File: src/inc/dzsa_pkg.sv
// Package for data zone slot addressing: constants, carriers and enums
package dzsa_pkg;

    // Address word fields
    localparam int          SLOT_LSB        = 3;
    localparam int          SLOT_MSB        = 6;
    localparam int          BLK_LSB         = 8;

    // Slot geometry
    localparam logic [3:0]  SMALL_LAST_SLOT = 4'h7;
    localparam logic [3:0]  BIG_SLOT        = 4'h8;
    localparam logic [3:0]  BIG_LAST_BLK    = 4'hc;
    localparam logic [3:0]  SMALL_LAST_BLK  = 4'h1;
    localparam logic [3:0]  MID_LAST_BLK    = 4'h2;
    localparam logic [2:0]  SMALL_TAIL_OFF  = 3'h0;
    localparam logic [2:0]  MID_TAIL_OFF    = 3'h1;
    localparam logic [2:0]  LAST_WORD_OFF   = 3'h7;
    localparam logic [8:0]  BIG_SLOT_BYTES  = 9'h1a0;
    localparam logic [8:0]  SMALL_BYTES     = 9'h024;
    localparam logic [8:0]  MID_BYTES       = 9'h048;

    // Key, signature and digest layout
    localparam logic [7:0]  KEY_LEN         = 8'h48;
    localparam logic [7:0]  PUB_LEN         = 8'h40;
    localparam logic [7:0]  SIG_LEN         = 8'h40;
    localparam logic [7:0]  COORD_LEN       = 8'h20;
    localparam logic [7:0]  KEY_PAD         = 8'h04;
    localparam logic [7:0]  SCRATCH_PAD     = 8'h19;
    localparam logic [8:0]  Y_PAD_OFF       = 9'h024;
    localparam logic [8:0]  X_PAD_OFF       = 9'h000;
    localparam logic [3:0]  NIB_INVALID     = 4'ha;
    localparam logic [3:0]  NIB_VALID       = 4'h5;
    localparam int          HDR_BYTES_DEF   = 4;

    typedef enum logic [2:0] {
        OP_READ, OP_WRITE, OP_KEY_WRITE, OP_VALIDATE, OP_INVALIDATE
    } dzsa_op_t;

    typedef enum logic [1:0] {HK_STORED, HK_DIGEST, HK_PUBOUT, HK_SIG}
        dzsa_hkind_t;

    typedef enum logic [1:0] {HS_ZERO, HS_HDR, HS_MEM} dzsa_hsrc_t;

    typedef struct packed {
        dzsa_op_t    op;
        logic        blk32;
        logic [15:0] addr;
    } dzsa_req_t;

    typedef struct packed {
        logic        we;
        logic        re;
        logic [3:0]  slot;
        logic [8:0]  off;
        logic [31:0] data;
    } dzsa_mem_t;

    typedef struct packed {
        logic       valid;
        dzsa_hsrc_t src;
        logic [6:0] idx;
        logic       last;
    } dzsa_hbyte_t;

endpackage : dzsa_pkg

File: src/dzsa_slot_addr.sv
// Data zone slot address decode, word sequencing and key byte layout
//
// Behaviour
// - Slots 0-7 hold 36 bytes: block 0 plus word 0 of block 1.
// - Slot 8 holds 416 bytes in blocks 0x0 to 0xC.
// - Slots 9-15 hold 72 bytes: blocks 0, 1 plus two words of block 2.
// - Slot from address bits 6:3, word offset from bits 2:0.
// - Keys travel MSB first, first byte at lowest address, pads zero.
// - Command public key is 64 bytes: X then Y, no padding.
// - Stored public key is 72 bytes: pad4, X32, pad4, Y32.
// - Key write sets top nibble of first byte to 0xA; validate sets 0x5.
// - Key validation hashes exactly the 72 stored bytes in stored layout.
// - Scratch digest: header, 25 zero bytes, then X and Y.
// - Signature is 64 bytes: R then S, each MSB first.
// - Block field: bit 8 for slots 0-7, 11:8 slot 8, 9:8 slots 9-15.
`timescale 1ns/10ps
`default_nettype none

module dzsa_slot_addr
    import dzsa_pkg::*;
#(
    parameter int HDR_BYTES = dzsa_pkg::HDR_BYTES_DEF
) (
    // Clock and reset
    input  wire logic               mclk_i,
    input  wire logic               resetn_i,
    // Word and block requests
    input  wire logic               req_valid_i,
    input  wire dzsa_pkg::dzsa_req_t req_i,
    input  wire logic [31:0]        wdata_i,
    output logic                    req_ready_o,
    output logic                    done_o,
    output logic                    err_o,
    // Memory word port
    output dzsa_pkg::dzsa_mem_t     mem_o,
    // Hash byte sequencer
    input  wire logic               hash_start_i,
    input  wire dzsa_pkg::dzsa_hkind_t hash_kind_i,
    input  wire logic [3:0]         hash_slot_i,
    output dzsa_pkg::dzsa_hbyte_t   hb_o,
    output logic [3:0]              hb_slot_o
);
    import dzsa_pkg::*;

    typedef enum logic [1:0] {ST_IDLE, ST_RUN, ST_HASH} dzsa_state_t;

    localparam logic [7:0] HDR_LEN = 8'(HDR_BYTES);

    // Block field width follows slot size
    function automatic logic [3:0] blk_field(input logic [3:0]  slot,
                                             input logic [15:0] addr);
        if (slot <= SMALL_LAST_SLOT)
            blk_field = {3'h0, addr[BLK_LSB]};
        else if (slot == BIG_SLOT)
            blk_field = addr[BLK_LSB+3:BLK_LSB];
        else
            blk_field = {2'h0, addr[BLK_LSB+1:BLK_LSB]};
    endfunction : blk_field

    function automatic logic word_ok(input logic [3:0] slot,
                                     input logic [3:0] blk,
                                     input logic [2:0] off);
        if (slot <= SMALL_LAST_SLOT)
            word_ok = (blk < SMALL_LAST_BLK) ||
                      (blk == SMALL_LAST_BLK && off <= SMALL_TAIL_OFF);
        else if (slot == BIG_SLOT)
            word_ok = (blk <= BIG_LAST_BLK);
        else
            word_ok = (blk < MID_LAST_BLK) ||
                      (blk == MID_LAST_BLK && off <= MID_TAIL_OFF);
    endfunction : word_ok

    // Builds one memory word access with key pad and nibble handling
    function automatic dzsa_mem_t mk_word(input dzsa_op_t    op,
                                          input logic [3:0]  slot,
                                          input logic [3:0]  blk,
                                          input logic [2:0]  off,
                                          input logic [31:0] d);
        dzsa_mem_t m;
        m.slot = slot;
        m.off  = {blk, off, 2'b00};
        m.re   = (op == OP_READ);
        m.we   = (op != OP_READ);
        m.data = d;
        if (op == OP_KEY_WRITE && m.off == X_PAD_OFF)
            m.data = {NIB_INVALID, 28'h0};
        else if (op == OP_KEY_WRITE && m.off == Y_PAD_OFF)
            m.data = 32'h0;
        else if (op == OP_VALIDATE)
            m.data = {NIB_VALID, 28'h0};
        else if (op == OP_INVALIDATE)
            m.data = {NIB_INVALID, 28'h0};
        if (op == OP_READ)
            m.data = 32'h0;
        mk_word = m;
    endfunction : mk_word

    // Public key coordinate byte k to its stored offset
    function automatic logic [6:0] key_off(input logic [7:0] k);
        if (k < COORD_LEN)
            key_off = 7'(k + KEY_PAD);
        else
            key_off = 7'(k + KEY_PAD + KEY_PAD);
    endfunction : key_off

    function automatic logic [7:0] hash_len(input dzsa_hkind_t kind);
        case (kind)
            HK_STORED: hash_len = KEY_LEN;
            HK_DIGEST: hash_len = 8'(HDR_LEN + SCRATCH_PAD + PUB_LEN);
            HK_PUBOUT: hash_len = PUB_LEN;
            default:   hash_len = SIG_LEN;
        endcase
    endfunction : hash_len

    dzsa_state_t  state_r, state_nxt;
    dzsa_op_t     op_r, op_nxt;
    dzsa_hkind_t  kind_r, kind_nxt;
    logic [3:0]   slot_r, slot_nxt;
    logic [3:0]   blk_r, blk_nxt;
    logic [2:0]   off_r, off_nxt;
    logic [7:0]   cnt_r, cnt_nxt;
    logic         ready_r, ready_nxt;
    logic         done_r, done_nxt;
    logic         err_r, err_nxt;
    dzsa_mem_t    mem_r, mem_nxt;
    dzsa_hbyte_t  hb_r, hb_nxt;

    // Request decode
    logic [3:0]   d_slot;
    logic [3:0]   d_blk;
    logic [2:0]   d_off;
    logic         d_single;
    logic         d_bad;
    logic         h_bad;
    logic [7:0]   k;

    always_comb begin
        d_slot   = req_i.addr[SLOT_MSB:SLOT_LSB];
        d_single = !req_i.blk32 || req_i.op == OP_VALIDATE ||
                   req_i.op == OP_INVALIDATE;
        d_blk    = blk_field(d_slot, req_i.addr);
        d_off    = d_single ? req_i.addr[2:0] : 3'h0;
        if (req_i.op == OP_VALIDATE || req_i.op == OP_INVALIDATE) begin
            d_blk = 4'h0;
            d_off = 3'h0;
        end
        d_bad = d_single ? !word_ok(d_slot, d_blk, d_off)
                         : !word_ok(d_slot, d_blk, LAST_WORD_OFF);
        if (req_i.op != OP_READ && req_i.op != OP_WRITE &&
            d_slot < BIG_SLOT)
            d_bad = 1'b1;
        h_bad = (hash_kind_i != HK_SIG) && (hash_slot_i < BIG_SLOT);
    end

    always_comb begin
        state_nxt = state_r;
        op_nxt    = op_r;
        kind_nxt  = kind_r;
        slot_nxt  = slot_r;
        blk_nxt   = blk_r;
        off_nxt   = off_r;
        cnt_nxt   = cnt_r;
        done_nxt  = 1'b0;
        err_nxt   = 1'b0;
        mem_nxt   = '0;
        hb_nxt    = '0;
        k         = 8'h0;
        case (state_r)
            ST_IDLE: begin
                if (req_valid_i) begin
                    if (d_bad) begin
                        err_nxt  = 1'b1;
                        done_nxt = 1'b1;
                    end else begin
                        mem_nxt = mk_word(req_i.op, d_slot, d_blk, d_off,
                                          wdata_i);
                        op_nxt   = req_i.op;
                        slot_nxt = d_slot;
                        blk_nxt  = d_blk;
                        off_nxt  = 3'h1;
                        if (d_single)
                            done_nxt = 1'b1;
                        else
                            state_nxt = ST_RUN;
                    end
                end else if (hash_start_i) begin
                    if (h_bad) begin
                        err_nxt  = 1'b1;
                        done_nxt = 1'b1;
                    end else begin
                        kind_nxt  = hash_kind_i;
                        slot_nxt  = hash_slot_i;
                        cnt_nxt   = 8'h0;
                        state_nxt = ST_HASH;
                    end
                end
            end
            ST_RUN: begin
                mem_nxt = mk_word(op_r, slot_r, blk_r, off_r, wdata_i);
                off_nxt = 3'(off_r + 3'h1);
                if (off_r == LAST_WORD_OFF) begin
                    done_nxt  = 1'b1;
                    state_nxt = ST_IDLE;
                end
            end
            ST_HASH: begin
                hb_nxt.valid = 1'b1;
                hb_nxt.src   = HS_MEM;
                hb_nxt.idx   = cnt_r[6:0];
                if (kind_r == HK_PUBOUT)
                    hb_nxt.idx = key_off(cnt_r);
                else if (kind_r == HK_DIGEST) begin
                    if (cnt_r < HDR_LEN)
                        hb_nxt.src = HS_HDR;
                    else if (cnt_r < 8'(HDR_LEN + SCRATCH_PAD)) begin
                        hb_nxt.src = HS_ZERO;
                        hb_nxt.idx = 7'h0;
                    end else begin
                        k          = 8'(cnt_r - HDR_LEN - SCRATCH_PAD);
                        hb_nxt.idx = key_off(k);
                    end
                end
                cnt_nxt = 8'(cnt_r + 8'h1);
                if (cnt_r == 8'(hash_len(kind_r) - 8'h1)) begin
                    hb_nxt.last = 1'b1;
                    done_nxt    = 1'b1;
                    state_nxt   = ST_IDLE;
                end
            end
            default: state_nxt = ST_IDLE;
        endcase
        ready_nxt = (state_nxt == ST_IDLE);
    end

    always_ff @(posedge mclk_i or negedge resetn_i) begin
        if (!resetn_i) begin
            state_r <= ST_IDLE;
            op_r    <= OP_READ;
            kind_r  <= HK_STORED;
            slot_r  <= 4'h0;
            blk_r   <= 4'h0;
            off_r   <= 3'h0;
            cnt_r   <= 8'h0;
            ready_r <= 1'b1;
            done_r  <= 1'b0;
            err_r   <= 1'b0;
            mem_r   <= '0;
            hb_r    <= '0;
        end else begin
            state_r <= state_nxt;
            op_r    <= op_nxt;
            kind_r  <= kind_nxt;
            slot_r  <= slot_nxt;
            blk_r   <= blk_nxt;
            off_r   <= off_nxt;
            cnt_r   <= cnt_nxt;
            ready_r <= ready_nxt;
            done_r  <= done_nxt;
            err_r   <= err_nxt;
            mem_r   <= mem_nxt;
            hb_r    <= hb_nxt;
        end
    end

    assign req_ready_o = ready_r;
    assign done_o      = done_r;
    assign err_o       = err_r;
    assign mem_o       = mem_r;
    assign hb_o        = hb_r;
    assign hb_slot_o   = slot_r;

    logic req_take;
    logic hash_take;
    assign req_take  = ready_r && req_valid_i;
    assign hash_take = ready_r && !req_valid_i && hash_start_i;
endmodule : dzsa_slot_addr

`default_nettype wire

File: config.mk
export PLATFORM = sky130hd
export DESIGN_NAME = dzsa_slot_addr
export DESIGN_NICKNAME = d
export VERILOG_FILES = /design/src/inc/dzsa_pkg.sv /design/src/dzsa_slot_addr.sv
export SDC_FILE = /design/constraint.sdc
export NUM_CORES = 1
export LEC_CHECK = 0
export BUFFER_PORTS_ARGS = -buffer_cell sky130_fd_sc_hd__buf_2
export CORE_MARGIN = 1
export CORE_UTILIZATION = 45
export DETAILED_ROUTE_END_ITERATION = 8
export GPL_TIMING_DRIVEN = 0
export PLACE_DENSITY = 0.73
export SETUP_SLACK_MARGIN = 0.02
export SYNTH_ARGS = -nofsm -noshare
export SYNTH_HDL_FRONTEND = slang
export SYNTH_SLANG_ARGS = --single-unit
File: constraint.sdc
create_clock -name mclk_i -period 2.4 [get_ports mclk_i]
set_clock_uncertainty 0.1 [all_clocks]
set_input_delay 0.48 -clock mclk_i [delete_from_list [all_inputs] [get_ports mclk_i]]
set_output_delay 0.48 -clock mclk_i [all_outputs]
set_load 0.02 [all_outputs]
==> impl_metrics.tcl, run 1 <==
set metrics [dict create \
    status "finished with violations" \
    violations "negative setup slack" \
    cp_max_fo 8 \
    vias_per_cell 5.44 \
    fin_nets 668 \
    stdcell_count 731 \
    ys.flop_type "dfrtp_1" \
    hold_path_class "input port to register" \
    p_per_area_mw_per_mm2 1070 \
    clkTransAtPathRegs_ns 0.10 \
    ant_nets 0 \
    yosysWarnings 0 \
    cts_tree "yes" \
    rrSetupSlack_ns -0.01 \
    required_ns 2.56 \
    hpwl_um 8360 \
    grt_max_degree 62 \
    crit_path_top_delay_cell "dfrtp_2" \
    slowest_delay_ns 0.45 \
    synth_area_leaders "dfrtp_1, ha_1, nor2b_1" \
    drc 0 \
    cp-start-kind "register" \
    dieWidth_um 102 \
    htree_num_levels 3 \
    setup_viol_count_final 1 \
    gp_congestion 0.872 \
    die_h_um 102 \
    clk_latency_ns 0.37 \
    synth_edf_count 0 \
    drt_first_pass_iters 7 \
    grt_pass1_wl_um 18700 \
    drt_iter0_markers 206 \
    area_delta_synth_final_pct 29.4 \
    rows 36 \
    maxCapViolCount 0 \
    yosysTopAreaCellShare 0.465 \
    hold_viol_final 0 \
    fmax_mhz 415 \
    crit_arrival_ns 2.57 \
    synth_area_sq_mm 0.00452 \
    leakage_nw 2.91 \
    cts_inserted_buffers 9 \
    synth_top_area_cell "dfrtp_1" \
    async_reset_ff_frac 1.00 \
    num_vias 3973 \
    fin_crit_sh 1.00 \
    yosysSeqAreaShare 0.471 \
    ioPinCount 127 \
    avgSynthCellArea_sq_um 10.2 \
    cts_sinks 85 \
    place_ws_ns -0.334 \
    ir_drop_mv 0.464 \
    relSlewSlack 0.539 \
    critPathKind "register to register" \
    start_util 0.464 \
    core_sq_mm 0.00973 \
    antenna_found_initial 0 \
    utilization 0.601 \
    grt_usage 0.233 \
    antenna_cells 0 \
    grt-ovfl-total 0 \
    fin_ws_ns -0.0100 \
    io_buffers 114 \
    worst_pin_slew_ns 0.684 \
    wl_per_cell_um 16.0 \
    post-route-min-period_ns 2.41 \
    rsz0062_at_grt "yes" \
    slew_viol_final 0 \
    grt_pass1_vias 3848 \
    ys_ff_latch 85 \
    cp_cell_sequence "ha_2 -> buf_6 -> nor2b_4 -> buf_4 -> xnor3_1 -> a221oi_2 -> and3b_2 -> nor3b_2 -> o31a_1" \
    synth_cell_types 68 \
    fp.dieArea_sq_mm 0.0104 \
    dpl.cell_count 690 \
    clock_path_buffers 2 \
    synthCells 441 \
    wirelength_um 11700 \
    ctsRootBufferMaster "clkbuf_8" \
    drive_gt1_frac 0.376 \
    endpoint_kind "register" \
]
## state kept, by name (all words and copies together), names as in the netlist
signal,count
hb_o,11
state_r,2
off_r,3
op_r,3
cnt_r,8
req_ready_o,1
hb_slot_o,4
mem_o,45
blk_r,4
kind_r,2
err_o,1
done_o,1
## power by group
group / internal [mW] / switching (mW)
clock network: 0.405 / 0.598
registers: 1.74 / 0.205
logic: 1.45 / 1.87
## what timing repair did
action,in CTS,in global routing
hold buffers,1,0
endpoints found under the setup margin,5,30
buffers inserted,13,12
resized for setup,13,17
hold endpoints to repair,23,0
pin swaps,10,7
## placed cells by master (no fill, tap or decap), drive strengths merged, types with 4 or more instances in the layout
master,instances
clkbuf,26
xor2,4
o22ai,4
mux2,10
o211ai,4
nand2b,8
o21ai,25
buf,150
nor2b,36
and3,4
nor3,14
nor4,4
nand3b,5
inv,18
nand3,11
a32o,8
a22o,9
a31oi,7
ha,13
dfrtp,84
a211oi,4
xnor2,8
a21oi,23
nand2,35
nor2,29
## cell usage after synthesis, drive strengths merged, types with 4 or more instances
library cell / number
dfrtp: 84
nand3b: 5
nor2: 29
xnor2: 8
nor2b: 36
inv: 14
xor2: 4
ha: 13
nor4: 4
clkbuf: 19
a22o: 9
o22ai: 4
a32o: 8
and3: 4
nand2b: 8
a31oi: 7
nand2: 35
mux2: 10
o21ai: 25
nand3: 11
a21oi: 23
nor3: 14
o211ai: 4
buf: 9
a211oi: 4
## metrics by stage
step,area (sq um),TNS [ns],power (mW),hold WS (ns)
after floorplan,4590,0,4.05,0.0844
after global placement,5330,-11.63,4.74,0.400
after detailed placement,5360,-12.90,4.82,0.317
after CTS,5720,-0.103,6.14,0.205
after global routing,5850,-0.218,6.70,0.210
final,5850,-0.0100,6.27,0.217
## layer usage
metal / global-route usage / vias to the layer above / routed length, um
li1: - / 1876 / -
met1: 0.301 / 1932 / 4950
met2: 0.387 / 148 / 5820
met3: 0.0527 / 17 / 794
met4: 0.0791 / 0 / 153
met5: 0 / - / 0
## cell families (layout without fill, tap and decap cells)
group / after synthesis / count (layout) / synth area share
and+or+nand+nor: 162 / 162 / 0.199
muxes: 13 / 13 / 0.0349
buffers and inverters: 43 / 199 / 0.0454
adders and majority gates: 13 / 13 / 0.0360
AOI/OAI and AO/OA: 111 / 111 / 0.185
other: 1 / 2 / 0.000830
xor gates and xnor gates: 13 / 13 / 0.0283
DFF: 85 / 85 / 0.471
## critical path, delay by kind of cell, from the launching register on
kind / cells / cell delay [ns]
AOI/OAI and AO/OA: 2 / 0.53
and+or+nand+nor: 3 / 0.42
DFF: 1 / 0.45
xor gates and xnor gates: 1 / 0.35
adders and majority gates: 1 / 0.20
buffers and inverters: 2 / 0.26
## path summary, 6_finish.rpt
path	cells past startpoint	to	from
min in group asynchronous	2	blk_r[2]	resetn_i
setup reg to reg	9	hb_o[7]	cnt_r[2]
setup / recovery	9	hb_o[7]	cnt_r[2]
max in group asynchronous	3	cnt_r[1]	resetn_i
hold reg to reg	1	blk_r[3]	blk_r[3]
hold / removal	2	mem_o[3]	wdata_i[3]
## area by class of cell
cell class / instances / area, sq um
Clock buffer: 9 / 124
Tap cell: 133 / 166
Clock inverter: 7 / 66.3
Buffer: 27 / 174
Timing Repair Buffer: 141 / 798
Multi-Input combinational cell: 314 / 2330
Sequential cell: 85 / 2130
Fill cell: 878 / 3880
Inverter: 15 / 58.8
Note: power is estimated with default switching activity, not from simulation.
==> run 2, diff against run 1 <==
- PLACE_DENSITY: 0.73 -> 0.77
==> run 2 against run 1 <==
Compared with the run above: the run still ends with negative setup slack left; sequential share of layout area decreased by 0.12 points; utilization increased by 0.21 points; combinational power increased by 5%; first-iteration DRC count increased by 11%; wire length decreased by 0.43%; critical path type unchanged; register-to-register slack got worse by 0.02 ns; clock power increased by 6%; die area unchanged.
==> impl_metrics.tcl, run 2 (synthesis results as in run 1) <==
set metrics [dict create \
    endpoint "hb_o[7]" \
    power_switching_share 0.416 \
    fin_crit_sh 1.01 \
    fin_ws_ns -0.0289 \
    grt_pass1_vias 3824 \
    die_h_um 102 \
    setup_viol_count_final 2 \
    power.internal_mw 3.80 \
    ctsRootBufferMaster "clkbuf_8" \
    ff2ff_path_depth 10 \
    fp.dieArea_sq_mm 0.0104 \
    clkTransAtPathRegs_ns 0.10 \
    slew_viol_final 0 \
    antenna_found_initial 0 \
    drt_first_pass_iters 4 \
    seq_power_share 0.301 \
    final_common_cell "buf_2" \
    maxCapViolCount 0 \
    relSlewSlack 0.539 \
    slowest_delay_ns 0.44 \
    start_util 0.464 \
    grt_pass1_wl_um 18500 \
    status "finished with violations" \
    vias_per_cell 5.50 \
    fin_nets 664 \
    reg2reg_from "cnt_r[1]" \
    cts_inserted_buffers 9 \
    rsz0062_at_grt "yes" \
    hpwl_um 8300 \
    area_delta_synth_final_pct 29.9 \
    grt_usage 0.231 \
    required_ns 2.55 \
    ant_nets 0 \
    endpoint_kind "register" \
    io_buffers 114 \
    grt-ovfl-total 0 \
    htree_num_levels 3 \
    fmax_mhz 412 \
    worst_pin_slew_ns 0.684 \
    largest_reg_flops 45 \
    rrSetupSlack_ns -0.03 \
    clock_path_buffers 2 \
    drt_iter0_markers 229 \
    clockPowerShare 0.163 \
    finalPower_mw 6.51 \
    cts_sinks 85 \
    cp_max_fo 4 \
    antenna_cells 0 \
    p_sw_mw 2.71 \
    dieWidth_um 102 \
    drc 0 \
    postPlaceCellArea_sq_mm 0.00536 \
    fin_area_sq_mm 0.00587 \
    cp_cell_sequence "buf_4 -> o21ai_4 -> xnor2_2 -> buf_6 -> ha_4 -> xnor3_2 -> a221oi_4 -> and3b_2 -> nor3b_2 -> o31a_1" \
    wl_per_cell_um 16.1 \
    hold_path_class "input port to register" \
    p_per_area_mw_per_mm2 1110 \
    drive_gt1_frac 0.374 \
    final_cell_mix "buf_2, dfrtp_1, nand2_1, nor2_1, nor2b_1" \
    crit_start "cnt_r[1]" \
    clk_latency_ns 0.36 \
    comb_power_share 0.536 \
    reg2reg_to "hb_o[7]" \
    crit_arrival_ns 2.58 \
    crit_path_top_delay_cell "dfrtp_2" \
    grt_max_degree 62 \
    num_vias 3999 \
    leakage_nw 2.89 \
    gp_congestion 0.914 \
    cp-start-kind "register" \
    violations "negative setup slack" \
    post-route-min-period_ns 2.43 \
    cts_tree "yes" \
    ir_drop_mv 0.486 \
    core_sq_mm 0.00973 \
    hold_viol_final 0 \
    wirelength_um 11700 \
    rows 36 \
    ioPinCount 127 \
    critPathKind "register to register" \
]
-- run 2: through the flow --
step	hold WS, ns	TNS, ns	setup WS, ns	std cells	util
floorplan	0.0844	0	0.0243	442	-
global placement	0.413	-10.06	-0.312	689	0.548
detailed placement	0.321	-11.52	-0.369	690	0.551
CTS	0.214	-0.115	-0.0659	717	0.584
global route	0.215	-0.199	-0.111	727	0.603
finish	0.230	-0.0530	-0.0289	727	0.603
-- run 2: how the worst min path moves through the flow --
stage | from | end | slack, ns | cells after the start
after floorplan | resetn_i | blk_r[0] | 0.08 | 0
after global placement | blk_r[1] | blk_r[1] | 0.41 | 1
after CTS | wdata_i[15] | mem_o[15] | 0.21 | 2
after detailed placement | resetn_i | hb_o[6] | 0.32 | 1
after global routing | wdata_i[20] | mem_o[20] | 0.22 | 2
final | wdata_i[26] | mem_o[26] | 0.23 | 2
-- run 2: area by class of cell --
| type | instances | area, sq um |
|---|---|---|
| fillers | 859 | 3860 |
| multi-input cells | 314 | 2350 |
| flip-flops and latches | 85 | 2130 |
| repair buffers | 137 | 785 |
| plain buffers | 27 | 171 |
| well taps | 133 | 166 |
| clock buffers | 9 | 124 |
| clock inverters | 7 | 81.3 |
| inverters | 15 | 58.8 |
-- run 2: repair_timing --
action,4_1_cts,5_1_grt
setup endpoints to repair,6,25
setup buffers,10,11
endpoints found under the hold margin,24,0
resized for setup,8,26
hold buffers,1,0
pin swaps,8,13
-- run 2: critical path, delay by kind of cell, from the launching register on --
family,cells,cell delay [ns]
AND/OR/NAND/NOR,2,0.29
flip-flops,1,0.44
AO/OA/AOI/OAI,3,0.61
buffers and inverters,2,0.30
adder cells (fa/ha/maj),1,0.15
XOR/XNOR,2,0.44
-- run 2: per-layer routing --
layer / up-vias / track usage / routed length (um)
met3: 29 / 0.0486 / 836
met1: 1918 / 0.302 / 4810
met2: 177 / 0.379 / 5760
met4: 0 / 0.0846 / 274
li1: 1875 / - / -
met5: - / 0 / 0
-- run 2: power groups by stage --
stage	Sequential [mW]	Clock [mW]	Combinational, mW
after floorplan	2.13	0	1.93
after global placement	1.98	0	2.71
after detailed placement	2.00	0	2.81
after CTS	1.96	1.08	3.07
after global routing	2.00	1.13	3.80
final	1.96	1.06	3.49
==> run 3, diff against run 2 <==
- CORE_UTILIZATION: 45 -> 47
- PLACE_DENSITY: 0.77 -> 0.8
==> run 3 against run 2 <==
Compared with the run above: the run now ends clean; design area down 1.1%; critical path depth up 1; clock power down 6%; non-clock buffer count down 1; utilization up 2.2 points; hold slack worse by 0.0056 ns; highest routed layer unchanged.
==> impl_metrics.tcl, run 3 (synthesis results as in run 1) <==
set metrics [dict create \
    slew_viol_final 0 \
    num_vias 3995 \
    start_util 0.487 \
    finalPower_mw 6.26 \
    crit_arrival_ns 2.55 \
    antenna_found_initial 0 \
    fmax_mhz 419 \
    core_sq_mm 0.00928 \
    wl_per_cell_um 16.5 \
    drive_gt1_frac 0.371 \
    vias_per_cell 5.53 \
    final_common_cell "buf_2" \
    grt_max_degree 52 \
    critPathKind "register to register" \
    gp_congestion 0.871 \
    grt_pass1_vias 3926 \
    cp_max_fo 4 \
    crit_start "cnt_r[0]" \
    fin_nets 663 \
    fin_crit_sh 0.994 \
    ant_nets 0 \
    stdcell_count 722 \
    cts_inserted_buffers 9 \
    drc 0 \
    final_cell_mix "buf_2, dfrtp_1, nand2_1, nor2_1, nor2b_1" \
    reg2reg_to "hb_o[7]" \
    fp.dieArea_sq_mm 0.0100 \
    worst_pin_slew_ns 0.696 \
    cts_sinks 85 \
    clock_path_buffers 2 \
    relSlewSlack 0.531 \
    required_ns 2.56 \
    fin_area_sq_mm 0.00580 \
    rows 35 \
    reg2reg_from "cnt_r[0]" \
    endpoint "hb_o[7]" \
    fill_cells 760 \
    status "complete, no violations" \
    io_buffers 114 \
    rrSetupSlack_ns 0.01 \
    place_ws_ns -0.342 \
    multiInputGateArea_sq_mm 0.00232 \
    dieWidth_um 100 \
    cp-start-kind "register" \
    maxCapViolCount 0 \
    htree_num_levels 3 \
    hpwl_um 8570 \
    ir_drop_mv 0.502 \
    drt_first_pass_iters 5 \
    worst_hold_slack_ns 0.224 \
    clkTransAtPathRegs_ns 0.10 \
    seqCellArea_sq_mm 0.00213 \
    ioPinCount 127 \
    post-route-min-period_ns 2.39 \
    cts_tree "yes" \
    grt_usage 0.247 \
    postPlaceCellArea_sq_mm 0.00535 \
    largest_reg_flops 45 \
    p_per_area_mw_per_mm2 1080 \
    ff2ff_path_depth 11 \
    grt-ovfl-total 0 \
    ctsRootBufferMaster "clkbuf_8" \
    leakage_nw 2.87 \
    rsz0062_at_grt "yes" \
    fin_ws_ns 0.0144 \
    hold_viol_final 0 \
    clk_latency_ns 0.37 \
    antenna_cells 0 \
    die_h_um 100 \
    endpoint_kind "register" \
    dpl.cell_count 686 \
    setup_viol_count_final 0 \
    wirelength_um 11900 \
    drt_iter0_markers 243 \
    hold_path_class "input port to register" \
    area_delta_synth_final_pct 28.4 \
    grt_pass1_wl_um 19300 \
]
[run 3: stage by stage]
stage               setup TNS, ns   util
floorplan                       0      -
global placement           -10.99  0.573
detailed placement         -13.52  0.577
CTS                       -0.0964  0.612
global route              -0.0879  0.625
finish                          0  0.625
[run 3: area by class of cell]
cell class,instances,area share
buffer,26,0.0278
inverter,15,0.0101
multi-input combinational,314,0.399
clock inverter,7,0.0112
clock buffer,9,0.0214
sequential,85,0.368
timing repair buffer,137,0.135
tap,129,0.0278
[run 3: critical path: stages, from the launching register on]
cell     delay (ns)
dfrtp_1        0.37
buf_6          0.13
inv_4          0.04
ha_4           0.19
nor2b_4        0.16
xor2_1         0.19
ha_2           0.19
and2_4         0.14
xnor2_1        0.10
and3b_2        0.23
and3_1         0.16
o31a_1         0.27
[run 3: power by group]
part           internal, mW  leakage (nW)  switching (mW)  total [mW]
combinational          1.47          1.65            1.84        3.31
sequential             1.74          1.12           0.214        1.95
clock                 0.404        0.0947           0.594       0.997
[run 3: worst min path at each step]
stage | start | to | cells past startpoint
detailed placement | resetn_i | blk_r[3] | 1
global route | wdata_i[27] | mem_o[27] | 2
CTS | wdata_i[27] | mem_o[27] | 2
finish | wdata_i[27] | mem_o[27] | 2
floorplan | resetn_i | blk_r[0] | 0
global placement | blk_r[1] | blk_r[1] | 1
[run 3: layer usage]
metal / share of wire / up-vias / track usage
met5: 0 / - / 0
met4: 0.0092 / 0 / 0.0602
met3: 0.077 / 14 / 0.0696
met2: 0.49 / 169 / 0.410
met1: 0.43 / 1946 / 0.321
li1: - / 1866 / -
[run 3: timing repair]
| action | CTS | global route |
|---|---|---|
| setup buffers | 12 | 9 |
| hold endpoints to repair | 33 | 0 |
| pin swaps | 8 | 6 |
| setup endpoints to repair | 5 | 32 |
| gates resized for setup | 9 | 17 |
| hold buffers | 1 | 0 |
